## src/include/pesc_pkg.sv

```systemverilog
// Package for the pipeline event select counter: encodings, widths and condition carrier
package pesc_pkg;
	localparam int unsigned CODE_W = 8;
	localparam int unsigned CNT_W = 48;
	localparam int unsigned NUM_STATIONS = 6;
	localparam int unsigned REORDER_FULL_LIMIT = 2;
	localparam int unsigned REORDER_FREE_W = 6;
	// Event codes
	localparam logic [7:0] EV_NO_ALLOC = 8'hCA;
	localparam logic [7:0] EV_STATION_FULL = 8'hCB;
	localparam logic [7:0] EV_DIV_BUSY = 8'hCD;
	localparam logic [7:0] EV_RESTEER = 8'hE6;
	localparam logic [7:0] EV_UCODE = 8'hE7;
	localparam logic [7:0] EV_ST_FWD = 8'h02;
	localparam logic [7:0] EV_SEG_LD = 8'h06;
	// Unit masks
	localparam logic [7:0] UM_REORDER_FULL = 8'h01;
	localparam logic [7:0] UM_ALLOC_STALL = 8'h20;
	localparam logic [7:0] UM_NO_ALLOC_ALL = 8'h3F;
	localparam logic [7:0] UM_UNDELIVERED = 8'h50;
	localparam logic [7:0] UM_MEMQ = 8'h01;
	localparam logic [7:0] UM_ANY_STATION = 8'h1F;
	localparam logic [7:0] UM_DIV = 8'h01;
	localparam logic [7:0] UM_RST_ANY = 8'h01;
	localparam logic [7:0] UM_RST_RET = 8'h08;
	localparam logic [7:0] UM_RST_COND = 8'h10;
	localparam logic [7:0] UM_UCODE = 8'h01;
	localparam logic [7:0] UM_ST_FWD = 8'h81;
	localparam logic [7:0] UM_SEG_LD = 8'h00;
	// Index of the memory execution cluster station
	localparam int unsigned MEMQ_IDX = 0;
	localparam logic [CNT_W-1:0] CNT_RST = '0;

	// Condition signals from the pipeline, all valid for the current cycle
	typedef struct packed {
		logic uops_allocated;
		logic alloc_stall;
		logic [REORDER_FREE_W-1:0] reorder_free;
		logic frontend_empty;
		logic backend_stalled;
		logic [NUM_STATIONS-1:0] station_full;
		logic div_busy;
		logic resteer;
		logic resteer_ret;
		logic resteer_cond;
		logic ucode_start;
		logic st_fwd;
		logic seg_load;
	} pesc_cond_t;

	// Programmed event selection
	typedef struct packed {
		logic [CODE_W-1:0] code;
		logic [CODE_W-1:0] umask;
	} pesc_sel_t;
endpackage : pesc_pkg

```

## src/design/pesc_counter.sv

```systemverilog
// Event selector and counter for pipeline performance monitoring
`timescale 1ns/100ps

// Contract
// - CAH/20H counts cycles with no allocation while allocation stall is asserted.
// - CAH/3FH counts cycles the front end supplies nothing, any cause.
// - CAH/50H counts front end empty cycles while back end is not stalled.
// - Undelivered count excludes cycles where back end cannot accept micro-ops.
// - Allocation writes into one of six stations and stalls when target is full.
// - CBH/01H counts allocation stall cycles caused by full memory cluster station.
// - CBH/1FH counts allocation stall cycles caused by any full station.
// - Any-station stall counts only when a station is full, not other stalls.
// - CDH/01H counts cycles the divider is busy.
// - Divider busy counts regardless of waiting divides or empty station.
// - E6H counts resteers: 01H any, 08H return, 10H conditional branches.
// - E7H/01H counts each microcode sequencer flow start.
// - Second family: 02H/81H counts store-to-load data forwards.
// - Second family: 06H counts segment register loads.
// - Segment load count may include speculative loads never performed.
// - CAH/01H counts no-allocation cycles with fewer than two reorder entries free.
module pesc_counter
	import pesc_pkg::*;
(
	// Clock and reset
	input wire logic clock_i,
	input wire logic rst_i,
	// Selection
	input wire pesc_sel_t sel_i,
	input wire logic family2_i,
	// Pipeline conditions
	input wire pesc_cond_t cond_i,
	// Result
	output logic [CNT_W-1:0] count_o,
	output logic supported_o,
	output logic hit_o
);

	logic [CNT_W-1:0] count_q;
	logic [CNT_W-1:0] count_d;
	logic hit;
	logic supported;
	logic no_alloc;
	logic reorder_full;
	logic any_full;

	// Derived pipeline conditions
	always_comb begin
		no_alloc = ~cond_i.uops_allocated;
		reorder_full = (cond_i.reorder_free < REORDER_FREE_W'(REORDER_FULL_LIMIT));
		// Station full stall only counts when a station is full and allocation stalls
		any_full = cond_i.alloc_stall & (|cond_i.station_full);
	end

	// Event decode
	always_comb begin
		hit = 1'b0;
		supported = 1'b1;
		if (family2_i) begin
			if (sel_i.code == EV_ST_FWD && sel_i.umask == UM_ST_FWD) begin
				hit = cond_i.st_fwd;
			end else if (sel_i.code == EV_SEG_LD) begin
				hit = cond_i.seg_load;
			end else begin
				supported = 1'b0;
			end
		end else begin
			case (sel_i.code)
				EV_NO_ALLOC: begin
					if (sel_i.umask == UM_REORDER_FULL) hit = no_alloc & reorder_full;
					else if (sel_i.umask == UM_ALLOC_STALL) hit = no_alloc & cond_i.alloc_stall;
					else if (sel_i.umask == UM_NO_ALLOC_ALL) hit = cond_i.frontend_empty;
					else if (sel_i.umask == UM_UNDELIVERED) hit = cond_i.frontend_empty & ~cond_i.backend_stalled;
					else supported = 1'b0;
				end
				EV_STATION_FULL: begin
					if (sel_i.umask == UM_MEMQ) begin
						hit = cond_i.alloc_stall & cond_i.station_full[MEMQ_IDX];
					end else if (sel_i.umask == UM_ANY_STATION) begin
						hit = any_full;
					end else begin
						supported = 1'b0;
					end
				end
				EV_DIV_BUSY: begin
					if (sel_i.umask == UM_DIV) hit = cond_i.div_busy;
					else supported = 1'b0;
				end
				EV_RESTEER: begin
					if (sel_i.umask == UM_RST_ANY) hit = cond_i.resteer;
					else if (sel_i.umask == UM_RST_RET) hit = cond_i.resteer_ret;
					else if (sel_i.umask == UM_RST_COND) hit = cond_i.resteer_cond;
					else supported = 1'b0;
				end
				EV_UCODE: begin
					if (sel_i.umask == UM_UCODE) hit = cond_i.ucode_start;
					else supported = 1'b0;
				end
				default: supported = 1'b0;
			endcase
		end
	end

	// Counter next value
	always_comb begin
		count_d = count_q;
		if (hit) begin
			count_d = count_q + CNT_W'(1);
		end
	end

	// Counter register
	always_ff @(posedge clock_i) begin
		if (rst_i) begin
			count_q <= CNT_RST;
		end else begin
			count_q <= count_d;
		end
	end

	assign count_o = count_q;
	assign supported_o = supported;
	assign hit_o = hit;

	// Selection matches for the checks, decoded apart from the counting path
	logic fam1;
	logic m_reorder_full;
	logic m_alloc_stall;
	logic m_no_alloc_all;
	logic m_undeliv;
	logic m_memq;
	logic m_any_station;
	logic m_div;
	logic m_resteer_any;
	logic m_resteer_ret;
	logic m_resteer_cond;
	logic m_ucode;
	logic m_st_fwd;
	logic m_seg_ld;
	logic any_match;
	logic [2:0] quiet_q;
	logic [2:0] quiet_d;

	// One flag per supported pair; a family never matches a pair of the other family
	always_comb begin
		fam1 = ~family2_i;
		m_reorder_full = fam1 & (sel_i.code == EV_NO_ALLOC) & (sel_i.umask == UM_REORDER_FULL);
		m_alloc_stall = fam1 & (sel_i.code == EV_NO_ALLOC) & (sel_i.umask == UM_ALLOC_STALL);
		m_no_alloc_all = fam1 & (sel_i.code == EV_NO_ALLOC) & (sel_i.umask == UM_NO_ALLOC_ALL);
		m_undeliv = fam1 & (sel_i.code == EV_NO_ALLOC) & (sel_i.umask == UM_UNDELIVERED);
		m_memq = fam1 & (sel_i.code == EV_STATION_FULL) & (sel_i.umask == UM_MEMQ);
		m_any_station = fam1 & (sel_i.code == EV_STATION_FULL) & (sel_i.umask == UM_ANY_STATION);
		m_div = fam1 & (sel_i.code == EV_DIV_BUSY) & (sel_i.umask == UM_DIV);
		m_resteer_any = fam1 & (sel_i.code == EV_RESTEER) & (sel_i.umask == UM_RST_ANY);
		m_resteer_ret = fam1 & (sel_i.code == EV_RESTEER) & (sel_i.umask == UM_RST_RET);
		m_resteer_cond = fam1 & (sel_i.code == EV_RESTEER) & (sel_i.umask == UM_RST_COND);
		m_ucode = fam1 & (sel_i.code == EV_UCODE) & (sel_i.umask == UM_UCODE);
		m_st_fwd = family2_i & (sel_i.code == EV_ST_FWD) & (sel_i.umask == UM_ST_FWD);
		m_seg_ld = family2_i & (sel_i.code == EV_SEG_LD); // Any unit mask
		any_match = m_reorder_full | m_alloc_stall | m_no_alloc_all | m_undeliv | m_memq;
		any_match = any_match | m_any_station | m_div | m_resteer_any | m_resteer_ret;
		any_match = any_match | m_resteer_cond | m_ucode | m_st_fwd | m_seg_ld;
	end

	// Length of the current run without a hit, saturating at all ones
	always_comb begin
		quiet_d = quiet_q;
		if (hit) begin
			quiet_d = 3'h0;
		end else if (~&quiet_q) begin
			quiet_d = quiet_q + 3'h1;
		end
	end

	// Quiet run register, cleared together with the counter
	always_ff @(posedge clock_i) begin
		if (rst_i) begin
			quiet_q <= 3'h0;
		end else begin
			quiet_q <= quiet_d;
		end
	end

	// Checks on the counter itself
	a_count_step: assert property (@(posedge clock_i) disable iff (rst_i)
		hit
		|=> count_q == $past(count_q) + CNT_W'(1))
		else $error("counter did not step by one");
	a_count_hold: assert property (@(posedge clock_i) disable iff (rst_i)
		!hit
		|=> $stable(count_q))
		else $error("counter moved without a hit");
	a_count_burst: assert property (@(posedge clock_i) disable iff (rst_i)
		hit [*4]
		|=> count_q == $past(count_q, 4) + CNT_W'(4))
		else $error("back to back hits not all counted");
	a_quiet_hold: assert property (@(posedge clock_i) disable iff (rst_i)
		&quiet_q
		|-> count_q == $past(count_q, 7))
		else $error("counter drifted over a run without hits");
	a_reset_clear: assert property (@(posedge clock_i)
		rst_i
		|=> count_q == CNT_RST)
		else $error("reset did not clear the counter");

	// Checks on refused selections
	a_unsup_hold: assert property (@(posedge clock_i) disable iff (rst_i)
		!supported
		|-> !hit)
		else $error("unsupported selection produced a hit");
	a_known_pair: assert property (@(posedge clock_i) disable iff (rst_i)
		any_match
		|-> supported)
		else $error("supported pair flagged as refused");
	a_unknown_pair: assert property (@(posedge clock_i) disable iff (rst_i)
		!any_match
		|-> !supported)
		else $error("refused pair flagged as supported");

	// Checks on the allocation events
	a_stall_alloc: assert property (@(posedge clock_i) disable iff (rst_i)
		m_alloc_stall
		|-> hit == (!cond_i.uops_allocated && cond_i.alloc_stall))
		else $error("allocation stall event wrong");
	a_frontend_all: assert property (@(posedge clock_i) disable iff (rst_i)
		m_no_alloc_all
		|-> hit == cond_i.frontend_empty)
		else $error("front end empty event wrong");
	a_undeliv_gate: assert property (@(posedge clock_i) disable iff (rst_i)
		m_undeliv && cond_i.backend_stalled
		|-> !hit)
		else $error("undelivered counted while back end stalled");
	a_undeliv_count: assert property (@(posedge clock_i) disable iff (rst_i)
		m_undeliv && !cond_i.backend_stalled
		|-> hit == cond_i.frontend_empty)
		else $error("undelivered event wrong while back end free");
	a_reorder_full: assert property (@(posedge clock_i) disable iff (rst_i)
		m_reorder_full
		|-> hit == (!cond_i.uops_allocated && cond_i.reorder_free < REORDER_FREE_W'(REORDER_FULL_LIMIT)))
		else $error("reorder full event wrong");
	a_reorder_alloc: assert property (@(posedge clock_i) disable iff (rst_i)
		m_reorder_full && cond_i.uops_allocated
		|-> !hit)
		else $error("reorder full counted while allocating");

	// Checks on the station full events
	a_station_only: assert property (@(posedge clock_i) disable iff (rst_i)
		m_any_station
		|-> hit == (cond_i.alloc_stall && cond_i.station_full != '0))
		else $error("any station stall wrong");
	a_station_other: assert property (@(posedge clock_i) disable iff (rst_i)
		m_any_station && cond_i.station_full == '0
		|-> !hit)
		else $error("stall without a full station counted");
	a_memq_stall: assert property (@(posedge clock_i) disable iff (rst_i)
		m_memq
		|-> hit == (cond_i.alloc_stall && cond_i.station_full[MEMQ_IDX]))
		else $error("memory station stall wrong");
	a_memq_clear: assert property (@(posedge clock_i) disable iff (rst_i)
		m_memq && !cond_i.station_full[MEMQ_IDX]
		|-> !hit)
		else $error("memory station stall counted while not full");

	// Checks on the divider event
	a_div_busy: assert property (@(posedge clock_i) disable iff (rst_i)
		m_div && cond_i.div_busy
		|=> count_q == $past(count_q) + CNT_W'(1))
		else $error("divider busy not counted");
	a_div_idle: assert property (@(posedge clock_i) disable iff (rst_i)
		m_div && !cond_i.div_busy
		|-> !hit)
		else $error("idle divider counted");

	// Checks on resteer and microcode events
	a_resteer_any: assert property (@(posedge clock_i) disable iff (rst_i)
		m_resteer_any
		|-> hit == cond_i.resteer)
		else $error("any resteer event wrong");
	a_resteer_ret: assert property (@(posedge clock_i) disable iff (rst_i)
		m_resteer_ret
		|-> hit == cond_i.resteer_ret)
		else $error("return resteer event wrong");
	a_resteer_cond: assert property (@(posedge clock_i) disable iff (rst_i)
		m_resteer_cond
		|-> hit == cond_i.resteer_cond)
		else $error("conditional resteer event wrong");
	a_ucode_start: assert property (@(posedge clock_i) disable iff (rst_i)
		m_ucode
		|-> hit == cond_i.ucode_start)
		else $error("microcode start event wrong");

	// Checks on the second family events
	a_store_fwd: assert property (@(posedge clock_i) disable iff (rst_i)
		m_st_fwd
		|-> hit == cond_i.st_fwd)
		else $error("store forward event wrong");
	a_seg_load: assert property (@(posedge clock_i) disable iff (rst_i)
		m_seg_ld
		|-> hit == cond_i.seg_load)
		else $error("segment load event wrong");
	a_seg_count: assert property (@(posedge clock_i) disable iff (rst_i)
		m_seg_ld && cond_i.seg_load
		|=> count_q == $past(count_q) + CNT_W'(1))
		else $error("segment load not counted");

endmodule : pesc_counter

```

## config.mk

```make
export PLATFORM = sky130hd
export DESIGN_NAME = pesc_counter
export DESIGN_NICKNAME = d
export VERILOG_FILES = /design/src/include/pesc_pkg.sv /design/src/design/pesc_counter.sv
export SDC_FILE = /design/constraint.sdc
export NUM_CORES = 1
export LEC_CHECK = 0
export BUFFER_PORTS_ARGS = -buffer_cell sky130_fd_sc_hd__buf_2
export CORE_ASPECT_RATIO = 0.8
export CORE_UTILIZATION = 50
export DETAILED_ROUTE_END_ITERATION = 12
export MAX_ROUTING_LAYER = met4
export PLACE_DENSITY = 0.78
export REMOVE_ABC_BUFFERS = 1
export SLEW_MARGIN = 20
export SYNTH_ARGS = -nofsm -noshare
export SYNTH_HDL_FRONTEND = slang
export SYNTH_SLANG_ARGS = --single-unit
```

## constraint.sdc

```tcl
create_clock -name clock_i -period 7.6 [get_ports clock_i]
set_input_delay 0.38 -clock clock_i [delete_from_list [all_inputs] [get_ports clock_i]]
set_output_delay 0.38 -clock clock_i [all_outputs]
set_load 0.03 [all_outputs]
```

==> reports/results.ini <==
[place]
port_buffers=90
placed_area_sq_um=3380
hpwl_um=5220
gp_congestion=0.860
pre_cts_slack_ns=4.31

[clock_network]
insertion_delay_ns=0.31
clockBufferDepth=2
htreeDepth=2
cts_setup_buffers=0
cts_hold_buf=0
cts_tree=done
clock-sinks=48
cts_resized=0
cts_buffers=5
cts_root_buf=clkbuf_8
clkTransAtPathRegs_ns=0.09

[timing]
timing.final.ws_setup_ns=4.31
fin_crit_sh_pct=43.3
setup-tns-final_ns=0
slew_headroom_pct=41.8
finalSetupViolCount=0
skew_ns=0.00954
report.final.hold_viol_count=0
max_freq_mhz=304
tightest_slew_ns=0.874
fin_crit_ns=3.29
rsz0062_at_grt=no
slew_viol_final=0
holdWs_ns=0.490

[routing]
dr.max_layer_used=met4
post_drt_wl_per_cell_um=14.5
met2WireLength_um=3420
antenna_left=0
dr.pass1.iters=4
drt_first_iter_violations=186
num_vias=3108
drt-met1-wl_um=3500
wl_met3_um=442
wl_um=7430
routed_via_density=6.06
drc=0

[power_and_ir_drop]
max-vdd-ir-drop_v=0.0000692
p_per_area_nw_per_um2=130
fin_total_pwr_uw=450
p_leak_nw=1.24

[synth]
avgSynthCellArea_sq_um=8.17
postSynthCellCount=358
synth_commonest_cells=dfxtp_1, a21oi_1, o21ai_0
async_flop_share_pct=0
ys.flop_type=dfxtp_1
yosys.area.top_type=dfxtp_1
yosysTopAreaCellShare_pct=32.8
synth.cell_area_sq_um=2930
ys_seq_area_share_pct=32.8
synth_warnings=0
ys_ff_latch=48
synth_edf_count=0
ys_types=57
synth.most_common_cell=dfxtp_1
ys_top_cells_by_area=dfxtp_1, a21oi_1, or4_1

[floorplan]
fp.dieH_um=70.4
core-area_sq_um=5560
die_area_sq_um=6170
boundaryPins=92
dieWidth_um=87.5
initial_core_util_pct=52.7
rows=24

[setup_path]
path_class=in -> out
cp.required_ns=7.22
path_common_cell=buf_2
cpPeakStageDelay_ns=0.71
path_buf_inv=3
cp_slowest_cell=o21ai_2
worstPathArrival_ns=2.91
worst-path-max-fanout=23
crit_path_end_kind=output pin
critical-path-top-delay-family=compound AO/OA/AOI/OAI gates
start_kind=primary input
critical_path.cell_chain=buf_2 > or4_4 > nor4_1 > o21ba_2 > o211ai_4 > o21ai_2 > inv_1 > buf_2
r2r_slack_ns=4.35

[outcome]
status=finished clean

[worst_hold_path]
hold_path_class=reg -> reg

[cells_and_area]
largest_reg_flops=48
fin_area_sq_um=3470
finalNetCount=478
antenna_cells=0
drive_gt1_share_pct=26.2
syn2layout_area_growth_pct=18.6

[grt]
grt-ovfl-total=0
antenna_found_initial=0
grt_start_max_net_pins=49
grtUsageTotal_pct=25.2
grt_pass1_wl_um=12200
grt_pass1_vias=2735

[job]
drv_cap=0

cell type report:
cell class,count,area [sq um]
Fill cell,514,2090
Multi-Input combinational cell,277,1820
Clock buffer,6,82.6
Tap cell,78,97.6
Inverter,13,48.8
Clock inverter,1,8.76
Timing Repair Buffer,90,450
Sequential cell,48,961
stage by stage:
stage | cells | utilization, %
detailed placement | 506 | 60.8
finish | 513 | 62.5
CTS | 513 | 62.5
floorplan | 338 | -
global route | 513 | 62.5
global placement | 506 | 60.8
worst reg2reg max path: stages (launching register included):
cell and delay (ns):
dfxtp_1 0.45, and4_1 0.28, and4_1 0.22, and4_1 0.30, nand4_1 0.68, or3_1 0.68
or4_1 0.41, a21oi_1 0.16
final timing paths:
path,to,depth (start not counted),start
worst max-delay path,hit_o,8,sel_i[3]
worst min-delay path,count_o[45],2,count_o[45]
worst max register to register,count_o[39],7,count_o[2]
worst min register to register,count_o[45],2,count_o[45]
cells in the final DEF, fill, tap and decap left out, types with 13 or more instances in the layout:
| master | n |
|---|---|
| or3_1 | 23 |
| or4_1 | 21 |
| nor3_1 | 13 |
| o31ai_1 | 18 |
| dfxtp_1 | 48 |
| nor2_1 | 16 |
| inv_1 | 13 |
| a21oi_1 | 40 |
| nand2_1 | 19 |
| o21ai_0 | 24 |
| buf_2 | 90 |
cell families after synthesis:
kind of cell / synth area share (%)
buf+inv: 4.96
xor+xnor: 2.09
simple gates: 32.2
compound gates: 26.8
flops: 32.8
mux: 0.684
fa+ha+maj: 0.427
where the power goes:
part / internal (mW) / leakage (nW) / switching, mW / total, mW
Combinational: 0.0147 / 0.808 / 0.0231 / 0.0378
Sequential: 0.252 / 0.387 / 0.000539 / 0.252
Clock: 0.0727 / 0.0473 / 0.0873 / 0.160
Total: 0.339 / 1.24 / 0.111 / 0.450
per-layer routing:
layer / global-route usage, % / up-vias
li1: - / 1543
met1: 33.5 / 1446
met2: 39.3 / 112
met3: 4.26 / 7
met4: 7.29 / 0
met5: - / -
Power figures use the tool's default switching activity.
